## config.mk

```make
export PLATFORM = sky130hd
export DESIGN_NAME = bio_port
export DESIGN_NICKNAME = d
export VERILOG_FILES = /design/src/logic/bio_sync.v /design/src/logic/bio_pin_drv.v /design/src/logic/bio_port.v
export VERILOG_INCLUDE_DIRS = /design/src /design/src/shared
export SDC_FILE = /design/constraint.sdc
export NUM_CORES = 1
export LEC_CHECK = 0
export BUFFER_PORTS_ARGS = -buffer_cell sky130_fd_sc_hd__buf_2
export CAP_MARGIN = 20
export CORE_UTILIZATION = 25
export DETAILED_ROUTE_END_ITERATION = 8
export GPL_TIMING_DRIVEN = 1
export PLACE_DENSITY = 0.48
export SYNTH_ARGS = -nofsm -noshare
export SYNTH_HDL_FRONTEND = slang
export SYNTH_HIERARCHICAL = 1
export SYNTH_SLANG_ARGS = --single-unit
```

## constraint.sdc

```tcl
create_clock -name pclk -period 3.1 [get_ports pclk]
set_clock_uncertainty 0.15 [all_clocks]
set_input_delay 0 -clock pclk [delete_from_list [all_inputs] [get_ports pclk]]
set_output_delay 0 -clock pclk [all_outputs]
set_load 0.01 [all_outputs]
```

## src/shared/bio_consts.vh

```
`ifndef BIO_CONSTS_VH
`define BIO_CONSTS_VH

// Register indices of the two port instances; the byte address is four times the index.
`define BIO_PORT_C_BASE      16'hf260
`define BIO_PORT_D_BASE      16'hf268
`define BIO_PORT_C_SEL_LO    16'hf262
`define BIO_PORT_D_DATA      16'hf268
`define BIO_PORT_D_DIR       16'hf269
`define BIO_PORT_D_SEL_LO    16'hf26a
`define BIO_PORT_D_SEL_HI    16'hf26b

// Register positions relative to the instance base index.
`define BIO_OFS_DATA         2'd0
`define BIO_OFS_DIR          2'd1
`define BIO_OFS_SEL_LO       2'd2
`define BIO_OFS_SEL_HI       2'd3

// Reset value of every register.
`define BIO_RESET_VALUE      8'h00

// Direction bit encoding.
`define BIO_DIR_OUTPUT       1'b0
`define BIO_DIR_INPUT        1'b1

// Pin state select codes, high bit then low bit.
`define BIO_SEL_HIZ          2'b00
`define BIO_SEL_PCH_OD       2'b01
`define BIO_SEL_NCH_OD       2'b10
`define BIO_SEL_CMOS         2'b11
`define BIO_SEL_IN_PULLDOWN  2'b01
`define BIO_SEL_IN_PULLUP    2'b10

// Address layout of the 32-bit bus word.
`define BIO_ADDR_IDX_MSB     17
`define BIO_ADDR_IDX_LSB     2

`endif

```

## src/logic/bio_sync.v

```verilog
`timescale 1ns/1ns
`default_nettype none

module bio_sync #(
    parameter WIDTH = 8
) (
    input  wire             pclk,
    input  wire             presetn,
    input  wire [WIDTH-1:0] async_in,
    output wire [WIDTH-1:0] sync_out
);

    reg [WIDTH-1:0] meta_r;
    reg [WIDTH-1:0] stable_r;

    // The first stage is read by the second stage only.
    always @(posedge pclk or negedge presetn) begin
        if (!presetn) begin
            meta_r   <= {WIDTH{1'b0}};
            stable_r <= {WIDTH{1'b0}};
        end else begin
            meta_r   <= async_in;
            stable_r <= meta_r;
        end
    end

    assign sync_out = stable_r;

endmodule // bio_sync

`default_nettype wire

```

## src/logic/bio_pin_drv.v

```verilog
`timescale 1ns/1ns
`default_nettype none
`include "bio_consts.vh"

module bio_pin_drv (
    input  wire dir_bit,
    input  wire sel_hi_bit,
    input  wire sel_lo_bit,
    input  wire data_bit,
    input  wire seg_select,
    input  wire seg_level,
    output reg  pin_o,
    output reg  pin_oe,
    output reg  pull_up_en,
    output reg  pull_down_en
);

    always @* begin
        pin_o        = 1'b0;
        pin_oe       = 1'b0;
        pull_up_en   = 1'b0;
        pull_down_en = 1'b0;
        if (seg_select) begin
            // The segment driver owns the pin and drives it push-pull.
            pin_o  = seg_level; // [RULE_12]
            pin_oe = 1'b1;      // [RULE_12]
        end else if (dir_bit == `BIO_DIR_OUTPUT) begin // [RULE_01]
            case ({sel_hi_bit, sel_lo_bit}) // [RULE_02]
                `BIO_SEL_PCH_OD: begin
                    pin_o  = 1'b1;
                    pin_oe = data_bit; // [RULE_05]
                end
                `BIO_SEL_NCH_OD: begin
                    pin_o  = 1'b0;
                    pin_oe = ~data_bit; // [RULE_05]
                end
                `BIO_SEL_CMOS: begin
                    pin_o  = data_bit; // [RULE_05]
                    pin_oe = 1'b1;
                end
                default: begin
                    pin_o  = 1'b0;
                    pin_oe = 1'b0;
                end
            endcase
        end else begin
            case ({sel_hi_bit, sel_lo_bit}) // [RULE_03]
                `BIO_SEL_IN_PULLDOWN: pull_down_en = 1'b1;
                `BIO_SEL_IN_PULLUP:   pull_up_en   = 1'b1;
                default: begin
                    pull_up_en   = 1'b0;
                    pull_down_en = 1'b0;
                end
            endcase
        end
    end

endmodule // bio_pin_drv

`default_nettype wire

```

## src/logic/bio_port.v

```verilog
// Function
// [RULE_01] Direction bit 0 output, 1 input.
// [RULE_02] Output select: hi-Z, P-open, N-open, CMOS.
// [RULE_03] Input select: hi-Z, pull-down, pull-up, hi-Z.
// [RULE_04] Reset clears all registers, hi-Z outputs.
// [RULE_05] Output pin follows data bit.
// [RULE_06] Input pins read back sampled pin level.
// [RULE_07] Data writes stored, output pins read back.
// [RULE_08] Port D data, direction, select registers decoded.
// [RULE_09] Select pair accessible as bytes or word.
// [RULE_10] Select bit n controls pin n.
// [RULE_11] Each pin configured independently.
// [RULE_12] Segment select hands pin to LCD driver.
// [RULE_13] Writes act at clock edge; reads combinational.
`timescale 1ns/1ns
`default_nettype none
`include "bio_consts.vh"

module bio_port #(
    parameter [15:0] BASE_INDEX = `BIO_PORT_D_BASE,
    parameter        NUM_PINS   = 8
) (
    input  wire                pclk,
    input  wire                presetn,
    input  wire                psel,
    input  wire                penable,
    input  wire                pwrite,
    input  wire [31:0]         paddr,
    input  wire [31:0]         pwdata,
    input  wire [3:0]          pstrb,
    output reg  [31:0]         prdata,
    output wire                pready,
    output reg                 pslverr,
    input  wire [NUM_PINS-1:0] pin_i,
    output wire [NUM_PINS-1:0] pin_o,
    output wire [NUM_PINS-1:0] pin_oe,
    output wire [NUM_PINS-1:0] pull_up_en,
    output wire [NUM_PINS-1:0] pull_down_en,
    input  wire [NUM_PINS-1:0] lcd_segment_select,
    input  wire [NUM_PINS-1:0] lcd_segment_level
);

    // Register storage.
    reg  [NUM_PINS-1:0] pin_value_r;
    reg  [NUM_PINS-1:0] pin_direction_r;
    reg  [NUM_PINS-1:0] sel_low_r;
    reg  [NUM_PINS-1:0] sel_high_r;

    // Next values.
    reg  [NUM_PINS-1:0] pin_value_nxt;
    reg  [NUM_PINS-1:0] pin_direction_nxt;
    reg  [NUM_PINS-1:0] sel_low_nxt;
    reg  [NUM_PINS-1:0] sel_high_nxt;

    // Bus decode.
    wire [15:0]         acc_index;
    wire                addr_high_zero;
    wire                addr_aligned;
    wire                hit_data;
    wire                hit_dir;
    wire                hit_sel_lo;
    wire                hit_sel_hi;
    wire                hit_any;
    wire                access_phase;
    wire                wr_en;
    wire                rd_en;

    // Pin sampling.
    wire [NUM_PINS-1:0] pin_level_sync;
    wire [NUM_PINS-1:0] data_readback;

    // True when the bus index equals the instance base plus an offset.
    function match_index;
        input [15:0] index;
        input [15:0] base;
        input [1:0]  offset;
        begin
            match_index = (index == (base + {14'h0000, offset}));
        end
    endfunction

    // Merges one byte lane of write data into a register value.
    function [7:0] lane_merge;
        input [7:0] current;
        input [7:0] wdata;
        input       strobe;
        begin
            if (strobe) begin
                lane_merge = wdata;
            end else begin
                lane_merge = current;
            end
        end
    endfunction

    // Zero extends one byte to the bus width.
    function [31:0] byte_to_word;
        input [7:0] value;
        begin
            byte_to_word = {24'h000000, value};
        end
    endfunction

    // Address decode: every register sits at four times its index.
    assign acc_index      = paddr[`BIO_ADDR_IDX_MSB:`BIO_ADDR_IDX_LSB];
    assign addr_high_zero = (paddr[31:`BIO_ADDR_IDX_MSB+1] == 14'h0000);
    assign addr_aligned   = (paddr[1:0] == 2'b00);

    assign hit_data   = addr_high_zero & addr_aligned &
                        match_index(acc_index, BASE_INDEX, `BIO_OFS_DATA);   // [RULE_08]
    assign hit_dir    = addr_high_zero & addr_aligned &
                        match_index(acc_index, BASE_INDEX, `BIO_OFS_DIR);    // [RULE_08]
    assign hit_sel_lo = addr_high_zero & addr_aligned &
                        match_index(acc_index, BASE_INDEX, `BIO_OFS_SEL_LO); // [RULE_08]
    assign hit_sel_hi = addr_high_zero & addr_aligned &
                        match_index(acc_index, BASE_INDEX, `BIO_OFS_SEL_HI); // [RULE_08]
    assign hit_any    = hit_data | hit_dir | hit_sel_lo | hit_sel_hi;

    // The slave never inserts wait states.
    assign pready       = 1'b1;
    assign access_phase = psel & penable;
    assign wr_en        = access_phase & pwrite & hit_any;
    assign rd_en        = access_phase & ~pwrite & hit_any;

    // Pin levels pass two flops before software or logic sees them.
    bio_sync #(
        .WIDTH    (NUM_PINS)
    ) u_sync (
        .pclk     (pclk),
        .presetn  (presetn),
        .async_in (pin_i),
        .sync_out (pin_level_sync)
    );

    // Next-value logic for the data register.
    always @* begin
        pin_value_nxt = pin_value_r;
        if (wr_en && hit_data) begin
            // The value is stored even for input pins and drives once they turn to output.
            pin_value_nxt = lane_merge(pin_value_r, pwdata[7:0], pstrb[0]); // [RULE_07]
        end
    end

    // Next-value logic for the direction register.
    always @* begin
        pin_direction_nxt = pin_direction_r;
        if (wr_en && hit_dir) begin
            pin_direction_nxt = lane_merge(pin_direction_r, pwdata[7:0], pstrb[0]); // [RULE_11]
        end
    end

    // Next-value logic for the low select register.
    always @* begin
        sel_low_nxt = sel_low_r;
        if (wr_en && hit_sel_lo) begin
            sel_low_nxt = lane_merge(sel_low_r, pwdata[7:0], pstrb[0]); // [RULE_09]
        end
    end

    // Next-value logic for the high select register, written alone or as the word's upper byte.
    always @* begin
        sel_high_nxt = sel_high_r;
        if (wr_en && hit_sel_hi) begin
            sel_high_nxt = lane_merge(sel_high_r, pwdata[7:0], pstrb[0]);
        end else if (wr_en && hit_sel_lo) begin
            sel_high_nxt = lane_merge(sel_high_r, pwdata[15:8], pstrb[1]); // [RULE_09]
        end
    end

    // Register update on the edge that completes the write.
    always @(posedge pclk or negedge presetn) begin
        if (!presetn) begin
            pin_value_r     <= `BIO_RESET_VALUE; // [RULE_04]
            pin_direction_r <= `BIO_RESET_VALUE; // [RULE_04]
            sel_low_r       <= `BIO_RESET_VALUE; // [RULE_04]
            sel_high_r      <= `BIO_RESET_VALUE; // [RULE_04]
        end else begin
            pin_value_r     <= pin_value_nxt;     // [RULE_13]
            pin_direction_r <= pin_direction_nxt; // [RULE_13]
            sel_low_r       <= sel_low_nxt;       // [RULE_13]
            sel_high_r      <= sel_high_nxt;      // [RULE_13]
        end
    end

    // Input pins return the sampled level, output pins the stored value.
    assign data_readback = (pin_direction_r & pin_level_sync) |
                           (~pin_direction_r & pin_value_r); // [RULE_06]

    // Read data is combinational so it is valid in the access phase.
    always @* begin
        prdata = 32'h00000000;
        if (rd_en) begin
            if (hit_data) begin
                prdata = byte_to_word(data_readback); // [RULE_06]
            end else if (hit_dir) begin
                prdata = byte_to_word(pin_direction_r); // [RULE_13]
            end else if (hit_sel_lo) begin
                // A word read at the low select index returns both select bytes.
                prdata = {16'h0000, sel_high_r, sel_low_r}; // [RULE_09]
            end else if (hit_sel_hi) begin
                prdata = byte_to_word(sel_high_r);
            end else begin
                prdata = 32'h00000000;
            end
        end
    end

    // Unmapped or misaligned addresses answer with an error and change nothing.
    always @* begin
        pslverr = 1'b0;
        if (access_phase && !hit_any) begin
            pslverr = 1'b1;
        end
    end

    // One drive decoder per pin, each seeing only its own bits.
    genvar g;
    generate
        for (g = 0; g < NUM_PINS; g = g + 1) begin : g_pin
            bio_pin_drv u_drv (
                .dir_bit      (pin_direction_r[g]),    // [RULE_11]
                .sel_hi_bit   (sel_high_r[g]),         // [RULE_10]
                .sel_lo_bit   (sel_low_r[g]),          // [RULE_10]
                .data_bit     (pin_value_r[g]),
                .seg_select   (lcd_segment_select[g]), // [RULE_12]
                .seg_level    (lcd_segment_level[g]),
                .pin_o        (pin_o[g]),
                .pin_oe       (pin_oe[g]),
                .pull_up_en   (pull_up_en[g]),
                .pull_down_en (pull_down_en[g])
            );
        end
    endgenerate

endmodule // bio_port

`default_nettype wire

```

# --- Yosys cells after proc, flatten, opt, wreduce, memory -nomap -nowiden ---
# Index checks and enable logic that the tools add are counted.
word_totals:
  input_bits: 97
  mem_bits_ro: 0
  latchBits: 0
  out_inout_bits: 66
  word_cells: 181
  ramBits: 0
  mem_count: 0
  register_bits: 48
op_classes:
  eq_ne: 29
  mul: 0
  muxes: 106
  n_reduce_logical: 14
  div_mod_pow: 0
  shift: 0
  n_lt_le_gt_ge: 0
  bitwise_logic: 26
  addsub: 0
op_table:
  columns: ["operator", "n"]
  rows:
  - ["$mux 1", 81]
  - ["$eq 16x16->1 const B", 4]
  - ["$mux 16", 4]
  - ["$mux 8", 5]
  - ["$eq 2x2->1 const B", 16]
  - ["$pmux 1 s3", 8]
  - ["$and 8x8->8", 2]
  - ["$eq 2x1->1 const B", 8]
  - ["$pmux 1 s2", 8]
  - ["$logic_not 14->1", 1]
  - ["$and 1x1->1", 10]
  - ["$not 1->1", 9]
  - ["$not 8->8", 1]
  - ["$or 8x8->8", 1]
  - ["$reduce_and 2->1", 3]
  - ["$logic_and 1x1->1", 5]
  - ["$reduce_bool 2->1", 2]
  - ["$or 1x1->1", 3]
  - ["$reduce_and 3->1", 1]
  - ["$logic_not 2->1", 1]
  - ["$ne 2x2->1 const B", 1]
  - ["$logic_not 1->1", 1]

# --- Longest topological paths before layout ---
depth:
  word_depth: 10
  ltp_mapped: 5
  depth_no_buf: 4

# --- Modules after synthesis ---
# The synthesis kept the hierarchy.
modules_own_cells:
  columns: ["module", "seq_area_each_um2", "cells_per_inst", "n_inst", "area_per_inst_um2"]
  rows:
  - ["bio_port", 800.8, 158, 1, 2008.2]
  - ["bio_pin_drv", 0.0, 8, 8, 70.1]
  - ["bio_sync", 400.4, 16, 1, 400.4]

# --- Least setup slack after synthesis ---
# No wires, ideal clock.
synth_timing:
  kind: "input to register"
  start: "input port paddr[18]"
  end: "register sel_high_r[0]"
  t_arrival_ps: 1454
  required_time_ps: 2825
  setup_slack_ps: 1372
  path_stages: 4
  setup_time_ps: 125
  path_buffers: 0
  cell_sequence: "nor4_1 -> nand4_2 -> nor4_4 -> mux2_2"
synth_between:
  elab_chain_cells: 10
  elab_cells_between_ends: 17
  cone_classes: "eq/ne (1); mux (1); bitwise (9); reduce/logical (6)"
synth_lines:
  columns: ["item", "line", "rtl"]
  rows:
  - ["start: declaration", "bio_port.v:28", "input wire [31:0] paddr,"]
  - ["$logic_not 14->1 (*)", "bio_port.v:106", "assign addr_high_zero = (paddr[31:`BIO_ADDR_IDX_MSB+1] == 14'h0000);"]
  - ["$and 1x1->1 (*)", null, null]
  - ["$and 1x1->1 (on tied branches)", "bio_port.v:109, bio_port.v:111", null]
  - ["$or 1x1->1 (3 in series)", "bio_port.v:117", "assign hit_any = hit_data | hit_dir | hit_sel_lo | hit_sel_hi;"]
  - ["$and 1x1->1", "bio_port.v:122", "assign wr_en = access_phase & pwrite & hit_any;"]
  - ["$logic_and 1x1->1 (on tied branches)", "bio_port.v:163, bio_port.v:165", null]
  - ["$ne 2x2->1 (no line) or $reduce_bool 2->1 (tied branches)", null, null]
  - ["$reduce_and 3->1 (no line)", null, null]
  - ["end signal: assignment", "bio_port.v:176", "sel_high_r <= `BIO_RESET_VALUE;"]
  - ["end signal: assignment", "bio_port.v:181", "sel_high_r <= sel_high_nxt;"]
  - ["end: declaration", "bio_port.v:47", "reg [NUM_PINS-1:0] sel_high_r;"]
# Mark *: on every way between the ends. The rest lies on a longest branch, timed or not.
# A chain may end at the register's enable or synchronous reset.

# --- Final worst setup path ---
layout_timing:
  start: "input port paddr[31]"
  end: "output port prdata[9]"
layout_between:
  elab_chain_cells: 8
  elab_cells_between_ends: 14
  cone_classes: "mux (4); bitwise (9); reduce/logical (1)"
layout_lines:
  columns: ["item", "line", "rtl"]
  rows:
  - ["$logic_not 14->1 (*)", "bio_port.v:106", null]
  - ["$and 1x1->1 (*)", null, null]
  - ["$and 1x1->1 (on tied branches)", "bio_port.v:109, bio_port.v:111", null]
  - ["$or 1x1->1 (3 in series)", "bio_port.v:117", null]
  - ["$and 1x1->1", "bio_port.v:123", "assign rd_en = access_phase & ~pwrite & hit_any;"]
  - ["$mux 16 (*)", "bio_port.v:192", "if (rd_en) begin"]
  - ["end: declaration", "bio_port.v:31", "output reg [31:0] prdata,"]
# Marked as above.

==> out/qor.yml <==
num_vias: 2504
cpMostUsedCell: "buf_2"
ant_nets: 0
grtUsageMet1: 0.1789
fillers: 1175
dpl_cell_area_um2: 3764
cts.sinks: 48
grt_usage: 0.1342
clk_latency_ns: 0.28
dp_hpwl_mm: 5.995
yosys.area.top_type_share: 0.4046
max-cap-violations: 0
synth_top_family_by_area: "multiplexers"
syn_area_um2: 2969
crit_family: "simple AND/OR/NAND/NOR gates"
grt_max_degree: 38
routedWlPerCell_um: 14.94
critPathBufInv: 3
slowest_delay_ns: 0.66
ys_types: 32
core_area_um2: 11520
synth-simple-area-share: 0.2002
yosys_warnings: 6
synth-async-reset-ratio: 1.000
final_area_um2: 4160
synth_seq_cells: 48
synth_top_cell_by_area: "dfrtp_1"
cp.depth: 7
clockBufferDepth: 2
num_io_pins: 163
status: "finished, violations left"
critPathCapture: "prdata[9]"
crit_type: "input port to output pin"
cp.required_ns: 2.95
grt_pass1_wl_mm: 12.79
antenna_cells: 0
synth_area_leaders: "dfrtp_1 (40%), mux2_2 (18%), mux4_2 (5.3%)"
drtIter0Drc: 165
power_uw: 1337
ys_dominant_reg_cell: "dfrtp_1"
synth_common_cells: "dfrtp_1 (48), mux2_2 (48), buf_4 (17)"
final_core_util: 0.3613
fp.dieArea_um2: 12320
violations: "design-rule violations"
cts-root-buf: "clkbuf_16"
r2r-start: "pin_direction_r[3]$_DFFE_PN0P_"
gp_congestion: 0.7008
synth_adder_area_share: 0
numCtsBuffers: 5
max_slew.worst_pin.slew_ns: 0.8553
use_met3: 0.02679
fin_crit_ns: 2.151
grt_pass1_vias: 2370
busiest_layer: "met2"
cp.arrival_ns: 2.00
overflow: 0
area_delta_synth_final_pct: 40.12
max_slew_margin: 0.4298
reg2reg_depth: 1
fin_hold_ws_ns: 0.1342
dr.pass1.iters: 6
die_h_um: 111.0
cp_max_fo: 7
rsz0062_at_grt: "no"
report.final.slew_viol_count: 0
register_area_um2: 1201
post-cts-setup-buffer-count: 0
via_per_inst: 4.611
startpoint: "paddr[31]"
synthCells: 238
die_width_um: 111.0
r2r_end: "pin_direction_r[3]$_DFFE_PN0P_"
setup_viol: 0
multi_input_area_um2: 1665
max_freq_mhz: 464.9
synth_xor_xnor_area_share: 0
fin_setup_tns_ns: 0
hold_violations: 0
final_nets: 496
cts_max_level: 2
fin_crit_sh: 0.6938
cts_tree: "done"
crit_path_end_kind: "output pin"
cts_hold_buf: 25
drt-total-wl_mm: 8.114
remaining_drc_errors: 40
grt_util_met2: 0.2235
cp_cell_sequence: "buf_2 > nor4_1 > nand4_2 > nor4_2 > buf_4 > and2_1 > buf_2"
cp-start-kind: "input port"
peakVddDrop_uv: 253.7
cts-resized-gates: 0
fp-row-count: 39
min_path_type: "input port to output pin"
portBuffers: 127
synthMuxAreaShare: 0.2655
syn_avg_cell_area_um2: 12.48
drive_gt1_frac: 0.5575
p_leak_uw: 0.002072
worst_path_max_delay_cell: "nor4_2"
start_util: 0.2578
synth_edf_count: 0
r2r_slack_ns: 2.09
synth_compound_area_frac: 0.06995
powerDensity_nw_per_um2: 321.3
yosysSeqAreaShare: 0.4046
antenna_found_initial: 0
==> tightest hold or removal path, stage by stage <==
cell,delay [ns]
buf_2,0.07
nand2_1,0.05
o41ai_2,0.04
buf_2,0.11
==> layout make-up <==
cell class	instances	share of cell area
clock buffers	8	0.03519
repair buffers	159	0.2256
flip-flops and latches	48	0.2887
inverters	8	0.007218
well taps	143	0.04301
multi-input cells	177	0.4003
==> how the worst min path moves through the flow <==
stage | from | to | depth (start not counted)
after floorplan | presetn | pin_direction_r[0]$_DFFE_PN0P_ | 0
after global placement | pin_i[6] | u_sync/meta_r[6]$_DFF_PN0_ | 1
after detailed placement | pin_i[2] | u_sync/meta_r[2]$_DFF_PN0_ | 1
after CTS | lcd_segment_level[5] | pin_o[5] | 4
after global routing | lcd_segment_level[5] | pin_o[5] | 4
final | lcd_segment_level[2] | pin_o[2] | 4
==> cells in the final DEF (no fill, tap or decap), drive strengths merged, types with 9 or more instances in the layout <==
cell / synthesis / layout
nor4b: 9 / 9
dlygate4sd3: 0 / 25
buf: 18 / 134
mux2i: 9 / 9
mux2: 48 / 48
nand2: 12 / 12
and4bb: 10 / 10
dfrtp: 48 / 48
conb: 2 / 17
and2: 15 / 15
==> registers in the layout (all words and copies together), names as in the netlist <==
signal / count
u_sync/sync_out: 8
sel_high_r: 8
pin_value_r: 8
pin_direction_r: 8
sel_low_r: 8
u_sync/meta_r: 8
==> kinds of logic after synthesis <==
group,after synthesis
compound gates,18
buf+inv,28
flops,48
mux,64
other cells,2
simple gates,78
==> through the flow <==
| stage | instances | setup WS [ns] |
|---|---|---|
| final | 543 | 0.9491 |
| after global routing | 543 | 0.7435 |
| after CTS | 543 | 0.8134 |
| after detailed placement | 510 | 0.8554 |
| after global placement | 510 | 0.8559 |
| after floorplan | 253 | 1.372 |
==> power breakdown <==
part           internal, µW  total (µW)  leakage, µW  switching, µW
Sequential              637         639     0.000634           2.24
Clock                   322         528    0.0000712            206
Combinational          88.2         170      0.00137           81.5
==> metal layers <==
layer,wire (µm),part of all wire
met1,3723,0.46
met2,3849,0.47
met3,507,0.062
met4,34,0.0042
met5,0,0
Note: power is estimated with default switching activity, not from simulation.
